===== src/cmd_interp_consts.svh =====
`ifndef CMD_INTERP_CONSTS_SVH
`define CMD_INTERP_CONSTS_SVH
// Framing bytes
`define PAD_BYTE 8'hff
`define OPEN_FLAG 8'ha5
`define CLOSE_FLAG 8'h96
// Factory port settings
`define DEFAULT_ADDR 8'h01
`define DEFAULT_RATE_BPS 9600
`define CLOCK_HZ 20000000
// Bit time in cycles, rounded down
`define BIT_CYCLES (`CLOCK_HZ / `DEFAULT_RATE_BPS)
`define DATA_BITS 8
// Command byte: bit 7 set means write
`define WRITE_BIT 7
`define PARAM_COUNT 16
`define PARAM_RESET 8'h00
`define MAX_DATA 4
`endif


===== src/cmd_interp_fix.sv =====
`default_nettype none
`default_nettype wire


===== src/cmd_interp_pkg.sv =====
`default_nettype none
package cmd_interp_pkg;
	// Receiver / interpreter phases
	typedef enum logic [3:0] {
		st_hunt, st_dest, st_src, st_cmd, st_data, st_check, st_resp
	} phase_type;
	// Response emitter phases
	typedef enum logic [3:0] {
		tx_idle, tx_pad, tx_open, tx_dest, tx_src, tx_cmd, tx_data, tx_close, tx_check
	} tx_phase_type;
	// Store-request carrier toward the nonvolatile memory
	typedef struct packed {
		logic valid;
		logic [3:0] index;
		logic [7:0] value;
	} store_req_type;
	// State of the interpreter, apart from the address register and parameter image
	typedef struct packed {
		phase_type phase;
		tx_phase_type tx_phase;
		logic [7:0] dest;
		logic [7:0] src;
		logic [7:0] cmd;
		logic [7:0] data;
		logic [7:0] sum;
		logic [7:0] tx_sum;
		logic [7:0] tx_shift;
		logic [3:0] tx_bit;
		logic [15:0] tx_cnt;
		logic tx_busy;
		logic txd;
		logic [7:0] rx_shift;
		logic [3:0] rx_bit;
		logic [15:0] rx_cnt;
		logic rx_busy;
		logic rxd_prev;
		logic [7:0] rx_byte;
		logic rx_strobe;
		logic store_valid;
		logic [3:0] store_index;
		logic [7:0] store_value;
		logic [7:0] resp_data;
	} state_type;
endpackage
`default_nettype wire


===== src/remote_command_packet_interpreter.sv =====
`include "cmd_interp_consts.svh"
`default_nettype none
module remote_command_packet_interpreter (
	input wire logic mclk,
	input wire logic nrst,
	input wire logic rxd,
	output logic txd,
	output logic tx_enable,
	input wire logic factory_restore,
	input wire logic [7:0] addr_set,
	input wire logic addr_load,
	output logic [7:0] own_addr,
	output cmd_interp_pkg::store_req_type store_req
);
	// Local address register and parameter image
	logic [7:0] addr_reg;
	logic [7:0] params_reg [0:`PARAM_COUNT-1];
	cmd_interp_pkg::state_type s_reg;
	cmd_interp_pkg::state_type s_next;
	logic commit;
	logic [7:0] tx_byte;

	// Address held locally; factory restore gives address 1
	always_ff @(posedge mclk or negedge nrst) begin
		if (!nrst) begin
			addr_reg <= `DEFAULT_ADDR;
		end else if (factory_restore) begin
			addr_reg <= `DEFAULT_ADDR;
		end else if (addr_load) begin
			addr_reg <= addr_set;
		end
	end

	// Parameter image, one entry per generate slot
	// Same gate as the store pulse: a foreign or overlapping packet leaves the image alone
	assign commit = (s_reg.phase == cmd_interp_pkg::st_check) && s_reg.rx_strobe
		&& (s_reg.rx_byte == s_reg.sum) && s_reg.cmd[`WRITE_BIT]
		&& (s_reg.dest == addr_reg)
		&& (s_reg.tx_phase == cmd_interp_pkg::tx_idle);
	genvar gi;
	generate
		for (gi = 0; gi < `PARAM_COUNT; gi++) begin : g_param
			always_ff @(posedge mclk or negedge nrst) begin
				if (!nrst) begin
					params_reg[gi] <= `PARAM_RESET;
				end else if (commit && s_reg.cmd[3:0] == 4'(gi)) begin
					params_reg[gi] <= s_reg.data;
				end
			end
		end
	endgenerate

	// Byte chosen by the response emitter for each phase
	always_comb begin
		case (s_reg.tx_phase)
			cmd_interp_pkg::tx_pad: tx_byte = `PAD_BYTE;
			cmd_interp_pkg::tx_open: tx_byte = `OPEN_FLAG;
			cmd_interp_pkg::tx_dest: tx_byte = s_reg.src;
			cmd_interp_pkg::tx_src: tx_byte = addr_reg;
			cmd_interp_pkg::tx_cmd: tx_byte = s_reg.cmd;
			cmd_interp_pkg::tx_data: tx_byte = s_reg.resp_data;
			cmd_interp_pkg::tx_close: tx_byte = `CLOSE_FLAG;
			cmd_interp_pkg::tx_check: tx_byte = s_reg.tx_sum;
			default: tx_byte = 8'h00;
		endcase
	end

	// Next-state logic: UART receive, packet parse, response send
	always_comb begin
		s_next = s_reg;
		s_next.rx_strobe = 1'b0;
		s_next.store_valid = 1'b0;
		s_next.rxd_prev = rxd;
		// Receiver: 8 data bits, one stop, no parity
		if (!s_reg.rx_busy) begin
			if (s_reg.rxd_prev && !rxd) begin
				s_next.rx_busy = 1'b1;
				s_next.rx_cnt = 16'((`BIT_CYCLES * 3) / 2);
				s_next.rx_bit = 4'h0;
			end
		end else if (s_reg.rx_cnt != 16'h0000) begin
			s_next.rx_cnt = s_reg.rx_cnt - 16'h0001;
		end else if (s_reg.rx_bit < 4'(`DATA_BITS)) begin
			s_next.rx_shift = {rxd, s_reg.rx_shift[7:1]};
			s_next.rx_bit = s_reg.rx_bit + 4'h1;
			s_next.rx_cnt = 16'(`BIT_CYCLES - 1);
		end else begin
			// Stop bit sample; framing error drops the byte
			s_next.rx_busy = 1'b0;
			if (rxd) begin
				s_next.rx_byte = s_reg.rx_shift;
				s_next.rx_strobe = 1'b1;
			end
		end
		// Packet parser works on received bytes
		if (s_reg.rx_strobe) begin
			case (s_reg.phase)
				cmd_interp_pkg::st_hunt: begin
					if (s_reg.rx_byte == `OPEN_FLAG) begin
						s_next.phase = cmd_interp_pkg::st_dest;
						s_next.sum = 8'h00;
					end
				end
				cmd_interp_pkg::st_dest: begin
					s_next.dest = s_reg.rx_byte;
					s_next.sum = s_reg.sum + s_reg.rx_byte;
					s_next.phase = cmd_interp_pkg::st_src;
				end
				cmd_interp_pkg::st_src: begin
					s_next.src = s_reg.rx_byte;
					s_next.sum = s_reg.sum + s_reg.rx_byte;
					s_next.phase = cmd_interp_pkg::st_cmd;
				end
				cmd_interp_pkg::st_cmd: begin
					s_next.cmd = s_reg.rx_byte;
					s_next.sum = s_reg.sum + s_reg.rx_byte;
					s_next.phase = cmd_interp_pkg::st_data;
				end
				cmd_interp_pkg::st_data: begin
					// One data byte, or the closing flag for a read
					if (s_reg.rx_byte == `CLOSE_FLAG && !s_reg.cmd[`WRITE_BIT]) begin
						s_next.phase = cmd_interp_pkg::st_check;
					end else begin
						s_next.data = s_reg.rx_byte;
						s_next.sum = s_reg.sum + s_reg.rx_byte;
						s_next.phase = cmd_interp_pkg::st_resp;
					end
				end
				cmd_interp_pkg::st_resp: begin
					// Expect closing flag after write data
					if (s_reg.rx_byte == `CLOSE_FLAG) begin
						s_next.phase = cmd_interp_pkg::st_check;
					end else begin
						s_next.phase = cmd_interp_pkg::st_hunt;
					end
				end
				cmd_interp_pkg::st_check: begin
					s_next.phase = cmd_interp_pkg::st_hunt;
					// Check word, address and an idle response emitter must all hold
					if (s_reg.rx_byte == s_reg.sum && s_reg.dest == addr_reg
						&& s_reg.tx_phase == cmd_interp_pkg::tx_idle) begin
						if (s_reg.cmd[`WRITE_BIT]) begin
							s_next.store_valid = 1'b1;
							s_next.store_index = s_reg.cmd[3:0];
							s_next.store_value = s_reg.data;
							s_next.resp_data = s_reg.data;
						end else begin
							s_next.resp_data = params_reg[s_reg.cmd[3:0]];
						end
						s_next.tx_phase = cmd_interp_pkg::tx_pad;
						s_next.tx_sum = 8'h00;
					end
				end
				default: s_next.phase = cmd_interp_pkg::st_hunt;
			endcase
		end
		// Transmitter: idle line high, only while a response is pending
		if (s_reg.tx_phase == cmd_interp_pkg::tx_idle) begin
			s_next.txd = 1'b1;
		end else if (!s_reg.tx_busy) begin
			s_next.tx_busy = 1'b1;
			s_next.tx_shift = tx_byte;
			s_next.tx_bit = 4'h0;
			s_next.tx_cnt = 16'(`BIT_CYCLES - 1);
			s_next.txd = 1'b0;
			if (s_reg.tx_phase != cmd_interp_pkg::tx_pad
				&& s_reg.tx_phase != cmd_interp_pkg::tx_open
				&& s_reg.tx_phase != cmd_interp_pkg::tx_close
				&& s_reg.tx_phase != cmd_interp_pkg::tx_check) begin
				s_next.tx_sum = s_reg.tx_sum + tx_byte;
			end
		end else if (s_reg.tx_cnt != 16'h0000) begin
			s_next.tx_cnt = s_reg.tx_cnt - 16'h0001;
		end else if (s_reg.tx_bit < 4'(`DATA_BITS)) begin
			s_next.txd = s_reg.tx_shift[0];
			s_next.tx_shift = {1'b1, s_reg.tx_shift[7:1]};
			s_next.tx_bit = s_reg.tx_bit + 4'h1;
			s_next.tx_cnt = 16'(`BIT_CYCLES - 1);
		end else if (s_reg.tx_bit == 4'(`DATA_BITS)) begin
			s_next.txd = 1'b1; // Stop bit
			s_next.tx_bit = s_reg.tx_bit + 4'h1;
			s_next.tx_cnt = 16'(`BIT_CYCLES - 1);
		end else begin
			// Byte done: move to next field
			s_next.tx_busy = 1'b0;
			case (s_reg.tx_phase)
				cmd_interp_pkg::tx_pad: s_next.tx_phase = cmd_interp_pkg::tx_open;
				cmd_interp_pkg::tx_open: s_next.tx_phase = cmd_interp_pkg::tx_dest;
				cmd_interp_pkg::tx_dest: s_next.tx_phase = cmd_interp_pkg::tx_src;
				cmd_interp_pkg::tx_src: s_next.tx_phase = cmd_interp_pkg::tx_cmd;
				cmd_interp_pkg::tx_cmd: s_next.tx_phase = cmd_interp_pkg::tx_data;
				cmd_interp_pkg::tx_data: s_next.tx_phase = cmd_interp_pkg::tx_close;
				cmd_interp_pkg::tx_close: s_next.tx_phase = cmd_interp_pkg::tx_check;
				default: s_next.tx_phase = cmd_interp_pkg::tx_idle;
			endcase
		end
	end

	// State register
	always_ff @(posedge mclk or negedge nrst) begin
		if (!nrst) begin
			s_reg <= '0;
			s_reg.txd <= 1'b1;
			s_reg.rxd_prev <= 1'b1;
		end else begin
			s_reg <= s_next;
		end
	end

	// Outputs
	assign txd = s_reg.txd;
	assign tx_enable = (s_reg.tx_phase != cmd_interp_pkg::tx_idle);
	assign own_addr = addr_reg;
	assign store_req.valid = s_reg.store_valid;
	assign store_req.index = s_reg.store_index;
	assign store_req.value = s_reg.store_value;
endmodule
`default_nettype wire


===== config.mk =====
export PLATFORM = sky130hd
export DESIGN_NAME = remote_command_packet_interpreter
export DESIGN_NICKNAME = d
export VERILOG_FILES = /design/src/cmd_interp_fix.sv /design/src/cmd_interp_pkg.sv /design/src/remote_command_packet_interpreter.sv
export VERILOG_INCLUDE_DIRS = /design/src
export SDC_FILE = /design/constraint.sdc
export NUM_CORES = 1
export LEC_CHECK = 0
export ABC_AREA = 1
export BUFFER_PORTS_ARGS = -buffer_cell sky130_fd_sc_hd__buf_4
export CORE_UTILIZATION = 60
export CTS_CLUSTER_SIZE = 28
export DETAILED_ROUTE_END_ITERATION = 8
export HOLD_SLACK_MARGIN = 0.12
export PLACE_DENSITY = 0.79
export SYNTH_ARGS = -nofsm -noshare
export SYNTH_HDL_FRONTEND = slang
export SYNTH_SLANG_ARGS = --single-unit

===== constraint.sdc =====
create_clock -name mclk -period 3.7 [get_ports mclk]
set_clock_uncertainty 0.1 [all_clocks]
set_input_delay 0.185 -clock mclk [delete_from_list [all_inputs] [get_ports mclk]]
set_output_delay 0.185 -clock mclk [all_outputs]
set_load 0.05 [all_outputs]

Word-level counts from Yosys, hierarchy flattened
Cells that the tools add are included.
W data, S select, Z words.
{"block": "classes", "bitwise_logic": 5, "shift": 0, "n_reduce_logical": 56, "n_eq_ne": 49, "muxes": 59, "multipliers": 0, "add_sub_neg": 6, "n_div": 0, "order_cmp": 3}
{"cell": "$mux W8", "n": 15}
{"cell": "$mux W21", "n": 5}
{"cell": "$pmux W8 S8", "n": 1}
{"cell": "$mux W20", "n": 3}
{"cell": "$mux W52", "n": 1}
{"cell": "$mux W16", "n": 3}
{"cell": "$eq A4 B3 Y1 const B", "n": 11}
{"cell": "$eq A4 B4 Y1 const B", "n": 10}
{"cell": "$mux W37", "n": 1}
{"cell": "$mux W4", "n": 9}
{"cell": "$bmux W8 S4", "n": 1}
{"cell": "$reduce_bool A16 Y1", "n": 2}
{"cell": "$sub A16 B1 Y16 const B", "n": 2}
{"cell": "$mux W30", "n": 1}
{"cell": "$logic_and A1 B1 Y1", "n": 28}
{"cell": "$pmux W4 S7", "n": 1}
{"cell": "$eq A4 B2 Y1 const B", "n": 6}
{"cell": "$pmux W4 S6", "n": 1}
{"cell": "$pmux W8 S3", "n": 1}
{"cell": "$reduce_and A3 Y1", "n": 6}
{"cell": "$add A8 B8 Y8", "n": 2}
{"cell": "$eq A8 B8 Y1", "n": 2}
{"cell": "$eq A8 B8 Y1 const B", "n": 2}
{"cell": "$reduce_and A2 Y1", "n": 7}
{"cell": "26 further kinds", "n": 57}
{"block": "word_totals", "reg_bits": 282, "latchBits": 0, "n_memories": 0, "in_bits": 13, "romBits": 0, "word_cells": 219, "ramBits": 0}

Longest topological paths before layout
{"block": "logic_depth", "depth_word": 11, "ltp_mapped": 17, "depth_no_buf": 17}

Worst setup path before layout
OpenSTA, ideal clock, no wires.
{"block": "synth_path", "path_type": "reg-to-reg", "start": "register s_reg[140] (netlist bit)", "end": "register s_reg[96] (netlist bit)", "arrival_time_ps": 2163, "synth_period_minus_slack_ps": 2359, "setup_slack_ps": 1341, "t_required_ps": 3505, "n_path_buf": 0, "path_stages_with_launch": 15, "cell_sequence": "dfrtp_1 -> inv_1 -> nor2_1 -> nand2_1 -> o21ai_0 -> a21oi_1 -> nand2_1 -> ha_1 -> inv_1 -> fa_1 -> inv_1 -> nand4_1 -> nand3_1 -> nor2_1 -> o31ai_1"}
{"element": "start: declaration", "line": "remote_command_packet_interpreter.sv:18", "text": "cmd_interp_pkg::state_type s_reg;"}
{"element": "start signal: assignment", "line": "remote_command_packet_interpreter.sv:206", "text": "s_reg <= s_next;"}

Worst setup path after layout
{"block": "layout_path", "start": "register s_reg[23] (netlist bit)", "end": "register params_reg[84] (netlist bit)"}
{"block": "layout_between", "elab_chain_len": 6}
{"element": "$eq A8 B8 Y1", "line": "remote_command_packet_interpreter.sv:37", "text": "&& (s_reg.rx_byte == s_reg.sum) && s_reg.cmd[`WRITE_BIT]"}
{"element": "$logic_and A1 B1 Y1", "line": "remote_command_packet_interpreter.sv:37"}
{"element": "$logic_and A1 B1 Y1 (3 in series)", "line": "remote_command_packet_interpreter.sv:36", "text": "assign commit = (s_reg.phase == cmd_interp_pkg::st_check) && s_reg.rx_strobe"}
{"element": "$logic_and A1 B1 Y1", "line": "remote_command_packet_interpreter.sv:46", "text": "end else if (commit && s_reg.cmd[3:0] == 4'(gi)) begin"}
{"element": "end signal: indexed assignment", "line": "remote_command_packet_interpreter.sv:45", "text": "params_reg[gi] <= `PARAM_RESET;"}
{"element": "end signal: indexed assignment", "line": "remote_command_packet_interpreter.sv:47", "text": "params_reg[gi] <= s_reg.data;"}
{"element": "end: declaration", "line": "remote_command_packet_interpreter.sv:17", "text": "logic [7:0] params_reg [0:`PARAM_COUNT-1];"}
No other way between the ends.
A chain may end at the register's enable or synchronous reset.

==> results.ini <==
[timing]
setup_tns_ns = 0
setup_viol = 0
worst_hold_slack_ns = 0.1468
fin_crit_ns = 2.821
hold_viol = 0
slew-limit-headroom_pct = 26.96
worstMarginPinSlew_ns = 1.096
rsz0062_at_grt = no
fmax_ghz = 0.3545
post-route-period-util_pct = 76.24
slew_violations = 0

[synthesis]
async_flop_share_pct = 100.0
ys_seq_area_share_pct = 46.85
ys_ff_latch = 281
synthDistinctLibCells = 44
syn-num-nets = 1977
ys.flop_type = dfrtp_1
synthCells = 1943
syn_area_mm2 = 0.01502
syn_area_per_cell_um2 = 7.728
synth_edf_count = 0
yosysWarningCount = 0

[critical_path]
crit_required_ns = 4.06
slowest_stage = buf_4
worstSetupEndpointType = register
max_stage_delay_ns = 0.48
cpMostUsedCell = nand2_1
path_buf_inv = 1
critPathKind = register to register
start_kind = register
critPathMaxFanout = 38
path_cells = ha_1 -> or2_1 -> nor2_1 -> nand4_2 -> nor2_8 -> buf_4 -> nand3_4 -> nand2_1 -> nand2_1
cp.arrival_ns = 3.18
path_delay_family = simple AND/OR/NAND/NOR gates

[clock_tree]
numCtsBuffers = 30
cts.sinks = 281
clkLatencyLatePin_ns = 0.58
root_buffer = clkbuf_16
clk_path_buf_depth = 3
cts-resized-gates = 0
clkTransAtPathRegs_ns = 0.07
h-tree-depth = 1
cts_tree = built
cts_setup_buffers = 0

[floorplanning]
core_area_mm2 = 0.02446
die_area_mm2 = 0.02566
die_height_um = 160.2
ios = 36
row_count = 57
die_w_um = 160.2
initial_core_util_pct = 61.38

[placed_design]
dp_hpwl_mm = 25.42
portBuffers = 35
gp_congestion = 0.9471

[layout]
drive_above_1_share_pct = 8.430
largest_register_ffs = 131
antenna_cells = 0
area_growth_syn_to_layout_pct = 10.52
nets = 1991

[power]
peakVddDrop_mv = 0.3791
power.density_mw_per_mm2 = 385.4
power_mw = 6.395
leakage_nw = 8.575

[detailed_routing]
drc_errors = 0
vias_per_cell = 5.918
detail-route-antenna-nets = 0
drt_iter0_drc = 1439
wl_mm = 38.94
detail_route.wl_per_cell_um = 16.89
firstDrtPassIters = 6
vias = 13640

[global_route]
antenna_found_initial = 0
grt.total_usage_pct = 31.12
grt_overflow = 0
grt_pass1_wl_mm = 64.81
grt_max_degree = 118
grt_pass1_vias = 12960

[outcome]
status = completed

[flow_run]
drv_cap = 0

[hold_path]
hold_path_class = input port to async pin

## cell usage after synthesis (7+ instances only)
master	n	share of area (%)
nor2_2	23	0.96
nand3_1	87	2.9
buf_4	20	1.0
dfrtp_1	278	46
o22ai_1	7	0.29
xor2_1	24	1.4
ha_1	19	1.6
inv_1	149	3.7
o211ai_1	7	0.35
o21ai_0	121	4.0
inv_2	8	0.20
o21ai_1	7	0.23
nor3_1	8	0.27
nand3_4	9	1.0
clkbuf_1	54	1.3
nand2_1	730	18
a21oi_1	19	0.63
nand4_1	193	8.0
nor2_1	110	2.7
buf_6	14	1.0
## through the flow
stage	area, um2	util (%)	setup WS, ns	cells
final	16590	67.84	0.8791	2305
after global routing	16590	67.84	0.6324	2305
after CTS	16590	67.84	0.8712	2305
after floorplan	15020	-	1.341	1943
after global placement	15290	62.52	0.9733	2223
after detailed placement	15290	62.52	0.8798	2223
## worst paths after layout
check                                      from              end  slack (ns)  cells past startpoint
worst max-delay path                  s_reg[23]   params_reg[84]        0.88                      9
worst min register to register  params_reg[102]  params_reg[102]        0.37                      2
worst min-delay path                       nrst        s_reg[75]        0.15                      2
worst max register to register        s_reg[23]   params_reg[84]        0.88                      9
max in group asynchronous                  nrst    store_req[12]        2.37                      3
min in group mclk                           rxd        s_reg[30]        0.22                      2
## placed cells by master, fill, tap and decap left out, types with 8 or more instances in the layout
cell,instances
nor2_1,107
inv_2,8
nand2_1,730
nand3_4,9
dfrtp_1,278
inv_1,148
nor3_1,8
xor2_1,24
nor2_2,26
buf_4,49
nand3_1,87
o21ai_0,121
a21oi_1,19
nand4_1,193
clkbuf_16,30
ha_1,19
dlygate4sd3_1,26
## power breakdown
group	switching, mW	internal, mW
registers	0.00684	3.08
clock network	1.30	1.86
logic	0.108	0.0468
## worst reg2reg max path: cells and delay by family (launching register included)
kind / cells / cell delay, ns
flops: 1 / 0.45
fa+ha+maj: 1 / 0.36
simple gates: 7 / 1.34
buf+inv: 1 / 0.49
## area by class of cell
cell class,instances,area [um2]
clock buffer,38,820.8
timing repair buffer,78,683.2
fill,1955,7868
multi-input combinational,1409,6839
sequential,281,7036
tap,324,405.4
clock inverter,18,219.0
inverter,157,591.8
## logic make-up after synthesis
| group | share of synthesized area (%) |
|---|---|
| AND/OR/NAND/NOR | 35.83 |
| flip-flops | 46.85 |
| buffers and inverters | 7.649 |
| AO/OA/AOI/OAI | 6.124 |
| XOR/XNOR | 1.692 |
| adder cells (fa/ha/maj) | 1.850 |
## per-layer routing
layer,GRT usage (%),part of all wire [%],vias up
met5,0,0,-
met1,42.17,42,6502
met4,12.94,3.7,0
met2,49.15,46,590
li1,-,-,6428
met3,6.052,8.5,121
## repair_timing
item,CTS,global route
endpoints found under the setup margin,0,0
hold buffers,26,0
hold endpoints to repair,127,0
(Power assumes the default switching activity.)
